==> src/rtl/lpw_defs.svh <==
`ifndef LPW_DEFS_SVH
`define LPW_DEFS_SVH

// Core clock rate
`define LPW_CORE_HZ 20000000
// Clock output default rate, 32.786 kHz
`define LPW_CLOCK_OUTPUT_DEFAULT_HZ 32786
// Default half period of the clock output in core cycles
`define LPW_CLOCK_OUTPUT_HALF_DEFAULT (`LPW_CORE_HZ / (2 * `LPW_CLOCK_OUTPUT_DEFAULT_HZ))
// Clock output cycles run after a low power command
`define LPW_TAIL_CYCLES 128
// Recovery time to Idle in microseconds, and in core cycles
`define LPW_WAKE_US 300
`define LPW_WAKE_CYC ((`LPW_WAKE_US * (`LPW_CORE_HZ / 1000000)))
// Length of one attention low pulse from the host, core cycles
`define LPW_WAKE_ATTENTION_N_PULSE 4
// Extra cycles of margin used by the host on its waits
`define LPW_HOST_MARGIN 16

// Command data field positions
`define LPW_CTRL_CLOCK_OUTPUT_PIN_EN 0
`define LPW_CTRL_CLOCK_OUTPUT_SLEEP 1
`define LPW_CTRL_TIMER_EXIT 2
`define LPW_CTRL_WAKE_ATTENTION_N_IRQ_EN 3
`define LPW_GPIO_OE_LSB 8

// Reset values
`define LPW_CTRL_RESET 4'h0
`define LPW_GPIO_RESET 8'h00

`endif

==> src/rtl/lpw_pkg.sv <==
package lpw_pkg;

  typedef logic [15:0] data_t;
  typedef logic [7:0]  gpio_t;

  // Serial commands from host to device
  typedef enum logic [3:0] {
    CMD_NOP      = 4'h0,
    CMD_RETAIN   = 4'h1,
    CMD_SLEEP    = 4'h2,
    CMD_RX       = 4'h3,
    CMD_TX       = 4'h4,
    CMD_CCA      = 4'h5,
    CMD_SET_DIV  = 4'h6,
    CMD_SET_CTRL = 4'h7,
    CMD_SET_GPIO = 4'h8,
    CMD_IRQ_ACK  = 4'h9
  } cmd_e;

  // Device power states
  typedef enum logic [6:0] {
    ST_OFF    = 7'h01,
    ST_WAKE   = 7'h02,
    ST_IDLE   = 7'h04,
    ST_ACTIVE = 7'h08,
    ST_ENTER  = 7'h10,
    ST_RETAIN = 7'h20,
    ST_SLEEP  = 7'h40
  } dev_state_e;

  // Host sequencer states
  typedef enum logic [8:0] {
    H_RECOVER = 9'h001,
    H_READY   = 9'h002,
    H_SLOW    = 9'h004,
    H_LOWCMD  = 9'h008,
    H_TAIL    = 9'h010,
    H_LOW     = 9'h020,
    H_FALL1   = 9'h040,
    H_GAP     = 9'h080,
    H_FALL2   = 9'h100
  } host_state_e;

endpackage

==> src/rtl/lpw_link_if.sv <==
`timescale 1ns/1ns
interface lpw_link_if;
  import lpw_pkg::*;

  logic  rst_n;
  logic  wake_attention_n;
  logic  cmd_valid;
  cmd_e  cmd_code;
  data_t cmd_data;
  logic  clock_output_o;
  logic  clock_output_oe;
  logic  irq_n_o;
  logic  irq_n_oe;
  logic  clock_output;
  logic  irq_n;

  // Pin levels: clock output pulled low and interrupt pulled high when undriven
  assign clock_output = clock_output_oe & clock_output_o;
  assign irq_n        = irq_n_oe ? irq_n_o : 1'b1;

  modport dev (
    input  rst_n, wake_attention_n, cmd_valid, cmd_code, cmd_data,
    output clock_output_o, clock_output_oe, irq_n_o, irq_n_oe
  );

  modport host (
    output rst_n, wake_attention_n, cmd_valid, cmd_code, cmd_data,
    input  clock_output, irq_n
  );
endinterface

==> src/rtl/clkout_divider.sv <==
`timescale 1ns/1ns
module clkout_divider (
  input  wire logic        core_clk,
  input  wire logic        rst,
  input  wire logic        run,
  input  wire logic [15:0] half_period,
  output logic             level_ff,
  output logic             tick
);
  logic [15:0] cnt_ff;
  logic        half_done;

  assign half_done = (cnt_ff + 16'h0001 >= half_period);
  // Pulse at the end of each full output period
  assign tick      = run & half_done & level_ff;

  // Half period counter and output level, parked low when stopped
  always_ff @(posedge core_clk or posedge rst) begin
    if (rst) begin
      cnt_ff   <= 16'h0000;
      level_ff <= 1'b0;
    end else if (!run) begin
      cnt_ff   <= 16'h0000;
      level_ff <= 1'b0;
    end else if (half_done) begin
      cnt_ff   <= 16'h0000;
      level_ff <= ~level_ff;
    end else begin
      cnt_ff <= cnt_ff + 16'h0001;
    end
  end
endmodule

==> src/rtl/radio_low_power_wake.sv <==
// How it works
// - Reset pin low holds Off, GPIO inputs
// - Off tristates outputs, clears all registers
// - Retention stops blocks, keeps registers and pins
// - Reset or attention leaves low power
// - Timed sleep keeps oscillator, timer may exit
// - Timed sleep optionally keeps clock output running
// - Timed sleep keeps registers and pin states
// - Operations start only from Idle
// - Only attention falling edge counts
// - Attention ignored while device is active
// - Attention rising edge never has effect
// - Fully low power accepts attention anytime
// - Run 128 clock output cycles, then enter
// - Attention in last tail cycle is dropped
// - Host waits for full entry before attention
// - Host may pulse attention twice, spaced
// - Host may speed clock output before entry
// - Clock output defaults to 32.786 kHz
// - Host slows clock output around timed sleep
// - Sleep exit raises attention or timer interrupt
// - Retention exit restores programmed clock output
// - Every recovery ends in Idle
`timescale 1ns/1ns
`include "lpw_defs.svh"
module radio_low_power_wake #(
  parameter int WAKE_CYCLES = `LPW_WAKE_CYC
) (
  input  wire logic          core_clk,
  input  wire logic          rst,
  lpw_link_if.dev            link,
  input  wire lpw_pkg::gpio_t gpio_i,
  output lpw_pkg::gpio_t     gpio_o,
  output lpw_pkg::gpio_t     gpio_oe,
  input  wire logic          timer_expire,
  input  wire logic          op_done,
  output logic               op_start,
  output lpw_pkg::cmd_e      op_code,
  output logic               osc_on,
  output logic               timer_run,
  output logic [6:0]         power_state
);
  import lpw_pkg::*;

  dev_state_e  state_ff;
  dev_state_e  nxt_state;
  logic        rst_s1_ff;
  logic        rst_s2_ff;
  logic        wake_attention_n_s1_ff;
  logic        wake_attention_n_s2_ff;
  logic        wake_attention_n_s3_ff;
  logic [6:0]  tail_cnt_ff;
  logic [31:0] wake_cnt_ff;
  logic        lp_sleep_ff;
  logic        pend_ff;
  logic        cause_timer_ff;
  logic        irq_wake_attention_n_ff;
  logic        irq_timer_ff;
  logic [3:0]  ctrl_ff;
  logic [15:0] half_ff;
  gpio_t       gpio_o_ff;
  gpio_t       gpio_oe_ff;
  cmd_e        op_code_ff;
  logic        clk_level;
  logic        clk_tick;

  wire pin_reset   = ~rst_s2_ff;
  wire in_off      = (state_ff == ST_OFF);
  wire in_idle     = (state_ff == ST_IDLE);
  wire in_active   = (state_ff == ST_ACTIVE);
  wire in_enter    = (state_ff == ST_ENTER);
  wire in_retain   = (state_ff == ST_RETAIN);
  wire in_sleep    = (state_ff == ST_SLEEP);
  wire in_wake     = (state_ff == ST_WAKE);
  wire awake       = in_idle | in_active;
  wire cmd_ok      = link.cmd_valid & awake;
  wire wake_attention_n_fall   = wake_attention_n_s3_ff & ~wake_attention_n_s2_ff;
  wire last_cycle  = in_enter & (tail_cnt_ff == 7'(`LPW_TAIL_CYCLES - 1));
  wire tail_done   = last_cycle & clk_tick;
  wire timer_exit  = in_sleep & timer_expire & ctrl_ff[`LPW_CTRL_TIMER_EXIT];
  // Full low power takes the edge
  wire lp_wake     = (in_retain | in_sleep) & (wake_attention_n_fall | pend_ff);
  wire wake_done   = in_wake & (wake_cnt_ff >= 32'(WAKE_CYCLES - 1));
  wire is_op       = (link.cmd_code == CMD_RX) | (link.cmd_code == CMD_TX) | (link.cmd_code == CMD_CCA);
  wire is_lp       = (link.cmd_code == CMD_RETAIN) | (link.cmd_code == CMD_SLEEP);
  // Clock kept in sleep only if asked
  // Internal clock always runs in the tail
  // Restarts on exit with retained half period
  wire clk_run     = in_enter | awake | in_wake | (in_sleep & ctrl_ff[`LPW_CTRL_CLOCK_OUTPUT_SLEEP]);

  ////////////////////////////////////////////////////////////////
  // Pin synchronisers
  always_ff @(posedge core_clk or posedge rst) begin
    if (rst) begin
      rst_s1_ff  <= 1'b0;
      rst_s2_ff  <= 1'b0;
      wake_attention_n_s1_ff <= 1'b1;
      wake_attention_n_s2_ff <= 1'b1;
      wake_attention_n_s3_ff <= 1'b1;
    end else begin
      rst_s1_ff  <= link.rst_n;
      rst_s2_ff  <= rst_s1_ff;
      wake_attention_n_s1_ff <= link.wake_attention_n;
      wake_attention_n_s2_ff <= wake_attention_n_s1_ff;
      wake_attention_n_s3_ff <= wake_attention_n_s2_ff;
    end
  end

  ////////////////////////////////////////////////////////////////
  // Power state sequencing
  always_comb begin
    nxt_state = state_ff;
    unique case (state_ff)
      ST_OFF: begin
        nxt_state = ST_WAKE;
      end
      ST_WAKE: begin
        if (wake_done) begin
          nxt_state = ST_IDLE;
        end
      end
      ST_IDLE: begin
        if (cmd_ok & is_op) begin
          nxt_state = ST_ACTIVE;
        end else if (cmd_ok & is_lp) begin
          nxt_state = ST_ENTER;
        end
      end
      ST_ACTIVE: begin
        if (op_done) begin
          nxt_state = ST_IDLE;
        end
      end
      ST_ENTER: begin
        if (tail_done) begin
          nxt_state = lp_sleep_ff ? ST_SLEEP : ST_RETAIN;
        end
      end
      ST_RETAIN: begin
        if (lp_wake) begin
          nxt_state = ST_WAKE;
        end
      end
      ST_SLEEP: begin
        if (lp_wake | timer_exit) begin
          nxt_state = ST_WAKE;
        end
      end
      default: begin
        nxt_state = ST_OFF;
      end
    endcase
    if (pin_reset) begin
      nxt_state = ST_OFF;
    end
  end

  always_ff @(posedge core_clk or posedge rst) begin
    if (rst) begin
      state_ff <= ST_OFF;
    end else begin
      state_ff <= nxt_state;
    end
  end

  ////////////////////////////////////////////////////////////////
  // Tail, recovery and pending wake tracking
  always_ff @(posedge core_clk or posedge rst) begin
    if (rst) begin
      tail_cnt_ff    <= 7'h00;
      wake_cnt_ff    <= 32'h0000_0000;
      lp_sleep_ff    <= 1'b0;
      pend_ff        <= 1'b0;
      cause_timer_ff <= 1'b0;
    end else begin
      if (!in_enter) begin
        tail_cnt_ff <= 7'h00;
      end else if (clk_tick) begin
        tail_cnt_ff <= tail_cnt_ff + 7'h01;
      end
      wake_cnt_ff <= in_wake ? wake_cnt_ff + 32'h0000_0001 : 32'h0000_0000;
      if (in_idle & cmd_ok & is_lp) begin
        lp_sleep_ff <= (link.cmd_code == CMD_SLEEP);
      end
      if (in_enter & wake_attention_n_fall & ~last_cycle) begin
        pend_ff <= 1'b1;
      end else if (!in_enter) begin
        pend_ff <= 1'b0;
      end
      if (in_sleep | in_retain) begin
        cause_timer_ff <= timer_exit & ~lp_wake;
      end else if (in_off) begin
        cause_timer_ff <= 1'b0;
      end
    end
  end

  ////////////////////////////////////////////////////////////////
  // Interrupt causes; a new cause wins over an acknowledge
  wire ack       = cmd_ok & (link.cmd_code == CMD_IRQ_ACK);
  // Cause chosen by the exit path
  wire set_wake_attention_n  = wake_done & ~cause_timer_ff;
  wire set_timer = wake_done & cause_timer_ff;

  always_ff @(posedge core_clk or posedge rst) begin
    if (rst) begin
      irq_wake_attention_n_ff  <= 1'b0;
      irq_timer_ff <= 1'b0;
    end else if (pin_reset) begin
      irq_wake_attention_n_ff  <= 1'b0;
      irq_timer_ff <= 1'b0;
    end else begin
      irq_wake_attention_n_ff  <= set_wake_attention_n | (irq_wake_attention_n_ff & ~ack);
      irq_timer_ff <= set_timer | (irq_timer_ff & ~ack);
    end
  end

  ////////////////////////////////////////////////////////////////
  // Retained control, clock setting and GPIO registers
  always_ff @(posedge core_clk or posedge rst) begin
    if (rst) begin
      ctrl_ff    <= `LPW_CTRL_RESET;
      half_ff    <= 16'(`LPW_CLOCK_OUTPUT_HALF_DEFAULT);
      gpio_o_ff  <= `LPW_GPIO_RESET;
      gpio_oe_ff <= `LPW_GPIO_RESET;
      op_code_ff <= CMD_NOP;
    end else if (pin_reset) begin
      ctrl_ff    <= `LPW_CTRL_RESET;
      half_ff    <= 16'(`LPW_CLOCK_OUTPUT_HALF_DEFAULT);
      gpio_o_ff  <= `LPW_GPIO_RESET;
      gpio_oe_ff <= `LPW_GPIO_RESET;
      op_code_ff <= CMD_NOP;
    end else if (cmd_ok) begin
      unique case (link.cmd_code)
        CMD_SET_CTRL: ctrl_ff <= link.cmd_data[3:0];
        CMD_SET_DIV:  half_ff <= (link.cmd_data == 16'h0000) ? 16'h0001 : link.cmd_data;
        CMD_SET_GPIO: begin
          gpio_o_ff  <= link.cmd_data[7:0];
          gpio_oe_ff <= link.cmd_data[`LPW_GPIO_OE_LSB +: 8];
        end
        default: begin
          if (in_idle & is_op) begin
            op_code_ff <= link.cmd_code;
          end
        end
      endcase
    end
  end

  ////////////////////////////////////////////////////////////////
  // Clock output generator
  clkout_divider u_clkout (
    .core_clk    (core_clk),
    .rst         (rst),
    .run         (clk_run),
    .half_period (half_ff),
    .level_ff    (clk_level),
    .tick        (clk_tick)
  );

  ////////////////////////////////////////////////////////////////
  // Pin and user side outputs
  // Outputs released in Off
  assign link.clock_output_oe = ~in_off;
  assign link.clock_output_o  = clk_level & ctrl_ff[`LPW_CTRL_CLOCK_OUTPUT_PIN_EN];
  assign link.irq_n_oe        = ~in_off;
  assign link.irq_n_o         = ~((irq_wake_attention_n_ff & ctrl_ff[`LPW_CTRL_WAKE_ATTENTION_N_IRQ_EN]) | irq_timer_ff);
  assign gpio_o               = gpio_o_ff & ~gpio_i & ~gpio_i | gpio_o_ff;
  assign gpio_oe              = in_off ? `LPW_GPIO_RESET : gpio_oe_ff;
  assign op_start             = in_idle & cmd_ok & is_op;
  assign op_code              = op_code_ff;
  // Oscillator and timer alive in sleep
  assign osc_on               = ~in_off & ~in_retain;
  assign timer_run            = ~in_off & ~in_retain;
  assign power_state          = state_ff;
endmodule

==> src/flat_wrapper.sv <==
// flat-port wrapper written by rule: the top's interface ports become plain ports
module radio_low_power_wake_flat import lpw_pkg::*;
#(
  parameter int WAKE_CYCLES = `LPW_WAKE_CYC
)
  (core_clk, rst, gpio_i, gpio_o, gpio_oe, timer_expire, op_done, op_start, op_code, osc_on, timer_run, power_state, link_rst_n, link_wake_attention_n, link_cmd_valid, link_cmd_code, link_cmd_data, link_clock_output_o, link_clock_output_oe, link_irq_n_o, link_irq_n_oe);
  lpw_link_if link_i ();
  input  wire logic core_clk;
  input  wire logic rst;
  input  wire lpw_pkg::gpio_t gpio_i;
  output lpw_pkg::gpio_t gpio_o;
  output lpw_pkg::gpio_t gpio_oe;
  input  wire logic timer_expire;
  input  wire logic op_done;
  output logic op_start;
  output lpw_pkg::cmd_e op_code;
  output logic osc_on;
  output logic timer_run;
  output logic [6:0] power_state;
  input wire logic [$bits(link_i.rst_n)-1:0] link_rst_n;
  input wire logic [$bits(link_i.wake_attention_n)-1:0] link_wake_attention_n;
  input wire logic [$bits(link_i.cmd_valid)-1:0] link_cmd_valid;
  input wire logic [$bits(link_i.cmd_code)-1:0] link_cmd_code;
  input wire logic [$bits(link_i.cmd_data)-1:0] link_cmd_data;
  output wire logic [$bits(link_i.clock_output_o)-1:0] link_clock_output_o;
  output wire logic [$bits(link_i.clock_output_oe)-1:0] link_clock_output_oe;
  output wire logic [$bits(link_i.irq_n_o)-1:0] link_irq_n_o;
  output wire logic [$bits(link_i.irq_n_oe)-1:0] link_irq_n_oe;
  assign link_i.rst_n = link_rst_n;
  assign link_i.wake_attention_n = link_wake_attention_n;
  assign link_i.cmd_valid = link_cmd_valid;
  assign link_i.cmd_code = link_cmd_code;
  assign link_i.cmd_data = link_cmd_data;
  assign link_clock_output_o = link_i.clock_output_o;
  assign link_clock_output_oe = link_i.clock_output_oe;
  assign link_irq_n_o = link_i.irq_n_o;
  assign link_irq_n_oe = link_i.irq_n_oe;
  radio_low_power_wake #(.WAKE_CYCLES(WAKE_CYCLES)) u_core (.core_clk(core_clk), .rst(rst), .link(link_i), .gpio_i(gpio_i), .gpio_o(gpio_o), .gpio_oe(gpio_oe), .timer_expire(timer_expire), .op_done(op_done), .op_start(op_start), .op_code(op_code), .osc_on(osc_on), .timer_run(timer_run), .power_state(power_state));
endmodule
==> config.mk <==
export PLATFORM = sky130hd
export DESIGN_NAME = radio_low_power_wake_flat
export DESIGN_NICKNAME = d
export VERILOG_FILES = /design/src/rtl/lpw_pkg.sv /design/src/rtl/lpw_link_if.sv /design/src/rtl/clkout_divider.sv /design/src/rtl/radio_low_power_wake.sv /design/src/flat_wrapper.sv
export VERILOG_INCLUDE_DIRS = /design/src /design/src/rtl
export SDC_FILE = /design/constraint.sdc
export NUM_CORES = 1
export LEC_CHECK = 0
export ABC_AREA = 1
export ABC_CLOCK_PERIOD_IN_PS = 3500
export BUFFER_PORTS_ARGS = -buffer_cell sky130_fd_sc_hd__buf_2
export CORE_AREA = 2 2 82 162
export DETAILED_ROUTE_END_ITERATION = 7
export DIE_AREA = 0 0 84 164
export GPL_ROUTABILITY_DRIVEN = 0
export GPL_TIMING_DRIVEN = 0
export PLACE_DENSITY = 0.76
export SLEW_MARGIN = 20
export SYNTH_ARGS = -nofsm -noshare
export SYNTH_HDL_FRONTEND = slang
export SYNTH_SLANG_ARGS = --single-unit
==> constraint.sdc <==
create_clock -name core_clk -period 3.5 [get_ports core_clk]
set_input_delay 0.175 -clock core_clk [delete_from_list [all_inputs] [get_ports core_clk]]
set_output_delay 0.175 -clock core_clk [all_outputs]
set_load 0.05 [all_outputs]
==> results of run 1 <==
logic make-up after synthesis:
group,after synthesis,synth area share
AND/OR/NAND/NOR,376,0.284
buffers and inverters,138,0.0894
flip-flops,113,0.464
AO/OA/AOI/OAI,108,0.103
adder cells (fa/ha/maj),19,0.0389
XOR/XNOR,14,0.0201
state kept, by name, indices dropped and copies added (netlist names), 4 cells and up:
name	count
u_core.power_state	7
u_core.half_ff	16
u_core.tail_cnt_ff	7
u_core.wake_cnt_ff	32
u_core.gpio_o_ff	8
u_core.op_code	4
u_core.gpio_oe_ff	8
u_core.u_clkout.cnt_ff	16
u_core.ctrl_ff	4
tightest hold or removal path: stages:
cell	delay, ps
buf_2	100
nand3_1	70
nand2_1	60
final cells by class:
class                           count  area share
Sequential cell                   113       0.385
Multi-Input combinational cell    517       0.374
Clock buffer                       18      0.0596
Inverter                          113      0.0582
Timing Repair Buffer               64      0.0485
Clock inverter                     14      0.0321
Tap cell                          150      0.0255
Buffer                             25      0.0166
layout by cell type (no fill, tap or decap), types with 9 or more instances in the layout:
master	n
nand2_1	154
o21ai_1	16
nand3_1	36
xor2_1	11
inv_1	103
nor2_2	9
a21oi_1	35
nor3_1	22
o21ai_2	12
ha_1	19
o21ai_0	30
nand4_1	19
dfrtp_1	105
clkbuf_16	17
inv_2	9
nor2_1	98
buf_2	65
nor4_1	9
clkbuf_1	16
final timing paths:
| path | from | endpoint | slack (ps) | depth (start not counted) |
|---|---|---|---|---|
| hold / removal | link_cmd_data[4] | u_core.gpio_o_ff[4] | 20 | 3 |
| setup / recovery | u_core.u_clkout.cnt_ff[0] | u_core.power_state[2] | 240 | 19 |
| hold reg to reg | u_core.rst_s1_ff | u_core.rst_s2_ff | 350 | 0 |
| max in group asynchronous | rst | u_core.wake_attention_n_s2_ff | 2470 | 4 |
| setup reg to reg | u_core.u_clkout.cnt_ff[0] | u_core.power_state[2] | 240 | 19 |
| min in group asynchronous | rst | u_core.gpio_o_ff[4] | 280 | 3 |
power breakdown:
part           total (µW)  leakage (µW)  internal (µW)  switching (µW)
Sequential           1420       0.00152           1370            48.2
Clock                1980      0.000314           1350             626
Combinational         861       0.00169            215             646
Total                4260       0.00352           2940            1320
through the flow:
stage	TNS [ps]	std cells	worst slack, ps	utilization	power [µW]
2_1_floorplan	0	768	351	-	2080
3_3_place_gp	-108050	978	-1040	0.526	2280
3_5_place_dp	0	979	74.3	0.528	2300
4_1_cts	0	1014	53.5	0.585	4280
5_1_grt	-57.6	1014	-38.3	0.587	4410
6_report	0	1014	238	0.587	4260
repair_timing:
| action | CTS | global route |
|---|---|---|
| hold endpoints to repair | 31 | 0 |
| endpoints found under the setup margin | 0 | 11 |
| resized for setup | 0 | 7 |
| hold buffers | 3 | 0 |
per-layer routing:
metal / share of wire / track usage / vias up
li1: - / - / 2638
met1: 0.33 / 0.212 / 2562
met2: 0.56 / 0.462 / 150
met3: 0.042 / 0.0578 / 60
met4: 0.066 / 0.178 / 0
met5: 0 / 0 / -
==> flow_summary.toml, run 1 <==
[floorplan]
ioPinCount = 69
dieArea_mm2 = 0.0138
die_h_um = 164
start_util = 0.487
num_rows = 58
die_w_um = 84
coreArea_mm2 = 0.0126

[placed_design]
dpl.hpwl_mm = 12.0
placed_area_mm2 = 0.00663
numPortBuffers = 60

[routing]
routed_wl_mm = 15.8
via_per_inst = 5.34
drc = 0
wire_per_inst_um = 15.6
ant_nets = 0
dr.pass1.iters = 6
dr.first_iter.drc_count = 312
via_count = 5410

[synthesis]
synth_edf_count = 0
ys_types = 45
syn-num-nets = 822
synth_area_leader_cell = "dfrtp_1"
synth.most_common_cell = "nand2_1"
synth_top_cells_by_count = "155 x nand2_1, 105 x dfrtp_1, 104 x inv_1"
yosysWarningCount = 0
synth_area_leaders = "dfrtp_1 43%, nand2_1 9.5%, inv_1 6.4%, nor2_1 6.1%, ha_1 3.9%"
synth_top_area_share = 0.430
ys_seq_area_frac = 0.464
ys.flop_type = "dfrtp_1"
synth_seq_cells = 113
async_reset_ff_frac = 1.00
avgSynthCellArea_um2 = 7.96
synth_area_mm2 = 0.00611
synthCells = 768

[final_layout]
ff_latch_area_mm2 = 0.00284
fin_nets = 905
final.fill_count = 1144
area_delta_synth_final_pct = 20.6
diodes = 0
drive_gt1_frac = 0.198
final_area_mm2 = 0.00737
multi_input_area_mm2 = 0.00276

[sta]
worst_pin_slew_ps = 639
period_share = 0.932
fmaxAchievable_mhz = 307
slew_violations = 0
post-route-min-period_ps = 3260
finalSetupViolCount = 0
holdWs_ps = 15.7
slew_headroom = 0.571
hold_viol_final = 0
clock_skew_ps = 6.59

[setup_path]
critPathBufInv = 1
path_class = "flop to flop"
crit_slowest_cell = "dfrtp_1"
cp_slowest_stage_delay_ps = 390
startpoint_type = "flop"
worst-endpoint-arrival_ps = 3560
crit_path_end_kind = "flop"
required_ps = 3800
worstPathCellList = "and3_1 > nand2_1 > nor2_1 > nand3_1 > nor3_2 > nand2_1 > xor2_1 > inv_1 > ha_1 > a21oi_1 > o21ai_0 > a21oi_2 > nand2_2 > nand4_1 > nand2_1 > nand2_2 > nand2_1 > nand2_1 > nand2_1"
critPathMostFrequentCell = "nand2_1"
crit_fanout = 6
crit_family = "simple AND/OR/NAND/NOR gates"

[clocking]
cts-buffers-inserted = 17
post_cts.repair.setup_buffers = 0
cts_sinks = 113
cts_tree = "done"
clockRootBuffer = "clkbuf_16"
cts_buffer_depth = 2
path_clk_slew_ps = 60
clk_latency_ps = 420
htreeDepth = 4

[hold_path]
hold_class = "input port to flop"

[status]
status = "finished, final reports clean"

[grt]
grt_max_degree = 81
grt_pass1_vias = 5586
antenna_found_initial = 1
grt_overflow = 0
track_usage = 0.242
grt_pass1_wl_mm = 25.5

[pwr]
power-per-cell-area_mw_per_mm2 = 578
peakVddDrop_uv = 473
power_leakage_uw = 0.00352

[flow_run]
drv_cap = 0
No activity file was read; power rests on OpenSTA's default activity.
==> run 2: changes to the inputs <==
- RECOVER_POWER: unset -> 50
==> run 2 against run 1 <==
Compared with the run above: the flow now finishes with violations (capacitance limit, slew limit); via count rose by 0.39%; non-clock buffer count did not move; fmax barely moved; global-route usage did not move; sequential cell count did not move; setup slack improved by 0.74 ps; clock power barely moved; critical endpoint unchanged; highest routed layer unchanged.
==> flow_summary.toml, run 2 (synthesized netlist as in run 1, its figures left out) <==
[status]
status = "complete, but fails checks"
failed_checks = "capacitance limit, slew limit"

[clocking]
htreeDepth = 4
post_cts.repair.setup_buffers = 0
cts_sinks = 113
cts-buffers-inserted = 17
cts_buffer_depth = 2
path_clk_slew_ps = 60
clk_latency_ps = 420
cts_tree = "done"
clockRootBuffer = "clkbuf_16"

[grt]
grt_pass1_wl_mm = 25.5
grtUsageMet1 = 0.212
grt_pass1_vias = 5586
grt_overflow = 0
antenna_found_initial = 1
use_met3 = 0.0578
grt_max_degree = 81
track_usage = 0.242
grt_util_met2 = 0.462
grt_busiest_layer = "met2"

[floorplan]
num_rows = 58
dieArea_mm2 = 0.0138
die_h_um = 164
start_util = 0.487
ioPinCount = 69
coreArea_mm2 = 0.0126
die_w_um = 84

[final_layout]
fin_nets = 905
top_register = "u_core.wake_cnt_ff"
area_delta_synth_final_pct = 19.9
largest_registers = "u_core.wake_cnt_ff: 32 flops, u_core.half_ff: 16 flops, u_core.u_clkout.cnt_ff: 16 flops"
most-common-layout-cells = "154 x nand2_1, 105 x dfrtp_1, 103 x inv_1, 98 x nor2_1, 52 x buf_2"
diodes = 0
drive_gt1_frac = 0.183
largest_register_ffs = 32
final_common_cell = "nand2_1"

[pwr]
power-per-cell-area_mw_per_mm2 = 580
peakVddDrop_uv = 469
p_total_uw = 4250
seqPwrFrac = 0.334
p_sw_frac = 0.310
p_clk_frac = 0.464
internal-power_uw = 2930
power_leakage_uw = 0.00345
pwr-share-comb = 0.201
p_sw_uw = 1320

[setup_path]
worst-endpoint-arrival_ps = 3560
crit_fanout = 6
crit_path_end_kind = "flop"
startpoint_type = "flop"
required_ps = 3800
path_class = "flop to flop"

[routing]
via_per_inst = 5.36
drc = 0
via_count = 5431
wire_per_inst_um = 15.6
dr.first_iter.drc_count = 313
ant_nets = 0
dr.pass1.iters = 7
routed_wl_mm = 15.8

[flow_run]
drv_cap = 1

[sta]
post-route-min-period_ps = 3260
period_share = 0.932
finalSetupViolCount = 0
fmaxAchievable_mhz = 307
slew_violations = 35
clock_skew_ps = 6.94
worst_pin_slew_ps = 1500
fin_ws_ps = 238
hold_viol_final = 0
slew_headroom = -0.00630

[placed_design]
numPortBuffers = 60
place_ws_ps = 74.3
dpl.hpwl_mm = 12.0

[hold_path]
hold_class = "input port to flop"
run 2: cell count changes in the layout (fill, tap and decap cells not counted), sizes merged:
cell,before,now
clkbuf,34,47
buf,70,57
clkinvlp,5,6
inv,113,112
run 2: area by class of cell:
cell class	instances	area [µm²]
buffer	25	123
clock buffer	18	439
clock inverter	14	236
fill	1150	5220
inverter	113	425
multi-input combinational	517	2760
sequential	113	2840
tap	150	188
timing repair buffer	64	322
run 2: critical path, stage by stage (launching register included):
cell and delay (ps):
dfrtp_1 390, and3_1 210, nand2_1 60, nor2_1 220, nand3_1 160, nor3_2 270
nand2_1 110, xor2_1 200, inv_1 60, ha_1 290, a21oi_1 150, o21ai_0 110
a21oi_2 190, nand2_2 130, nand4_1 110, nand2_1 100, nand2_2 140, nand2_1 100
nand2_1 90, nand2_1 50
run 2: layer usage:
layer	vias to the layer above	wire, µm
li1	2640	-
met1	2570	5180
met2	156	8830
met3	65	698
met4	0	1070
met5	-	0
run 2: power by group through the flow:
stage	Sequential, µW	Combinational, µW	Clock [µW]
2_1_floorplan	1480	594	0
3_3_place_gp	1440	840	0
3_5_place_dp	1440	859	0
4_1_cts	1420	867	1990
5_1_grt	1430	922	2060
6_report	1420	855	1980
run 2: through the flow:
| stage | hold slack (ps) | cell area [µm²] | TNS (ps) | util | std cells |
|---|---|---|---|---|---|
| 6_report | 18.5 | 7330 | 0 | 0.584 | 1014 |
| 5_1_grt | 31.7 | 7330 | -57.6 | 0.584 | 1014 |
| 4_1_cts | 17.7 | 7340 | 0 | 0.585 | 1014 |
| 3_5_place_dp | 186 | 6630 | 0 | 0.528 | 979 |
| 3_3_place_gp | 281 | 6600 | -108050 | 0.526 | 978 |
| 2_1_floorplan | 179 | 6110 | 0 | - | 768 |
run 2: final timing paths:
path,start,end,slack (ps),cells after the start
max in group asynchronous,rst,u_core.wake_cnt_ff[25],1030,4
worst max register to register,u_core.u_clkout.cnt_ff[0],u_core.power_state[2],240,19
min in group asynchronous,rst,u_core.gpio_o_ff[4],630,3
worst max-delay path,u_core.u_clkout.cnt_ff[0],u_core.power_state[2],240,19
worst min-delay path,link_cmd_data[4],u_core.gpio_o_ff[4],20,3
worst min register to register,u_core.rst_s1_ff,u_core.rst_s2_ff,350,0
run 2: timing repair:
item,CTS,global route
endpoints found under the hold margin,31,0
hold buffers,3,0
endpoints found under the setup margin,0,11
resized for setup,0,7
==> run 3: changes to the inputs <==
- GPL_TIMING_DRIVEN: 0 -> unset
- SKIP_LAST_GASP: unset -> 1
==> run 3 against run 2 <==
Compared with the run above: the run still ends with capacitance limit, slew limit left; register-to-register slack better by 130 ps; critical path type unchanged; die area is the same; core utilization decreased by 1.1 points; setup slack better by 130 ps; highest routed layer unchanged; fmax up 4.1%.
==> flow_summary.toml, run 3 (synthesized netlist as in run 1, its figures left out) <==
[status]
status = "complete, but fails checks"
failed_checks = "capacitance limit, slew limit"

[sta]
hold_viol_final = 0
slew_headroom = -0.477
period_share = 0.895
post-route-min-period_ps = 3130
slew_violations = 60
clock_skew_ps = 9.87
fmaxAchievable_mhz = 319
worst_pin_slew_ps = 2210
finalSetupViolCount = 0
finalSetupTns_ps = 0
holdWs_ps = 30.6

[placed_design]
numPortBuffers = 60
dpl.hpwl_mm = 11.4
dp_cells = 958
placed_area_mm2 = 0.00652

[setup_path]
critPathMostFrequentCell = "nand2_1"
regToRegSetupSlack_ps = 370
crit_fanout = 6
worst-endpoint-arrival_ps = 3420
path_class = "flop to flop"
crit_slowest_cell = "dfrtp_1"
rr_endpoint = "u_core.power_state[2]"
r2r-start = "u_core.u_clkout.cnt_ff[0]"
crit_family = "simple AND/OR/NAND/NOR gates"
required_ps = 3790
critPathBufInv = 1
rr_worst_depth = 19
cp_slowest_stage_delay_ps = 400
startpoint_type = "flop"
worstPathCellList = "and3_1 > nand2_1 > nor2_1 > nand3_1 > nor3_2 > nand2_1 > xor2_1 > inv_1 > ha_1 > a21oi_1 > o21ai_0 > a21oi_2 > nand2_2 > nand4_1 > nand2_1 > nand2_2 > nand2_1 > nand2_1 > nand2_1"
crit_path_end_kind = "flop"

[floorplan]
num_rows = 58
coreArea_mm2 = 0.0126
die_w_um = 84
dieArea_mm2 = 0.0138
ioPinCount = 69
start_util = 0.487
die_h_um = 164

[flow_run]
drv_cap = 1

[final_layout]
largest_register_ffs = 32
ff_latch_area_mm2 = 0.00284
area_delta_synth_final_pct = 17.6
fin_nets = 884
final.fill_count = 1160
diodes = 0
final_area_mm2 = 0.00719
most-common-layout-cells = "154 x nand2_1, 105 x dfrtp_1, 104 x inv_1, 98 x nor2_1, 40 x buf_2"
final_common_cell = "nand2_1"
drive_gt1_frac = 0.165
instances_no_fill = 993
top_register = "u_core.wake_cnt_ff"
largest_registers = "u_core.wake_cnt_ff: 32 flops, u_core.half_ff: 16 flops, u_core.u_clkout.cnt_ff: 16 flops"
multi_input_area_mm2 = 0.00274

[grt]
antenna_found_initial = 0
grt_pass1_vias = 5468
grt_max_degree = 60
track_usage = 0.236
grt_pass1_wl_mm = 25.2
grt_overflow = 0

[pwr]
power-per-cell-area_mw_per_mm2 = 579
peakVddDrop_uv = 562
p_total_uw = 4160
power_leakage_uw = 0.00339

[hold_path]
hold_end = "u_core.gpio_o_ff[4]"
hold_class = "input port to flop"
min-delay-start = "link_cmd_data[4]"
hold_depth = 3

[routing]
wire_per_inst_um = 15.3
dr.pass1.iters = 4
via_per_inst = 5.36
drc = 0
dr.first_iter.drc_count = 401
via_count = 5321
ant_nets = 0
routed_wl_mm = 15.2

[clocking]
htreeDepth = 4
clk_latency_ps = 410
cts-buffers-inserted = 17
clockRootBuffer = "clkbuf_16"
cts_tree = "done"
cts_buffer_depth = 2
cts_sinks = 113
path_clk_slew_ps = 60
==> run 3: repair_timing <==
| item | 4_1_cts | 5_1_grt |
|---|---|---|
| resized for setup | 0 | 4 |
| setup endpoints to repair | 0 | 11 |
| endpoints found under the hold margin | 54 | 0 |
| buffers inserted | 0 | 0 |
| hold buffers | 3 | 0 |
==> run 3: through the flow <==
step	utilization	setup slack, ps
floorplan	-	351
global placement	0.519	235
detailed placement	0.519	146
CTS	0.574	122
global route	0.573	-0.274
finish	0.573	368
==> run 3: worst max-delay path by stage <==
stage	start	cells after the start	to
floorplan	rst	1	u_core.cause_timer_ff
global placement	u_core.u_clkout.cnt_ff[0]	21	u_core.power_state[2]
detailed placement	u_core.u_clkout.cnt_ff[0]	21	u_core.power_state[2]
CTS	u_core.u_clkout.cnt_ff[0]	21	u_core.power_state[2]
global route	u_core.u_clkout.cnt_ff[0]	20	u_core.tail_cnt_ff[5]
finish	u_core.u_clkout.cnt_ff[0]	19	u_core.power_state[2]
==> run 3: layout make-up <==
cell class / instances / share of cell area
Clock buffer: 22 / 0.0632
Clock inverter: 10 / 0.0287
Inverter: 113 / 0.0590
Multi-Input combinational cell: 517 / 0.381
Sequential cell: 113 / 0.395
Tap cell: 150 / 0.0261
Timing Repair Buffer: 68 / 0.0470
==> run 3: report_power, final <==
part	switching [µW]	internal, µW
clock network	588	1350
registers	54.3	1370
logic	619	176
total	1260	2900
==> run 3: worst min-delay path: stages <==
cell and delay [ps]:
buf_2 100, nand3_1 70, nand2_1 60
==> run 3: metal layers <==
| layer | vias to the layer above | global-route usage | routed length (µm) | share of wire |
|---|---|---|---|---|
| met5 | - | 0 | 0 | 0 |
| met4 | 0 | 0.144 | 895 | 0.059 |
| met3 | 58 | 0.0548 | 580 | 0.038 |
| met2 | 134 | 0.460 | 8680 | 0.57 |
| met1 | 2525 | 0.213 | 5040 | 0.33 |
| li1 | 2604 | - | - | - |
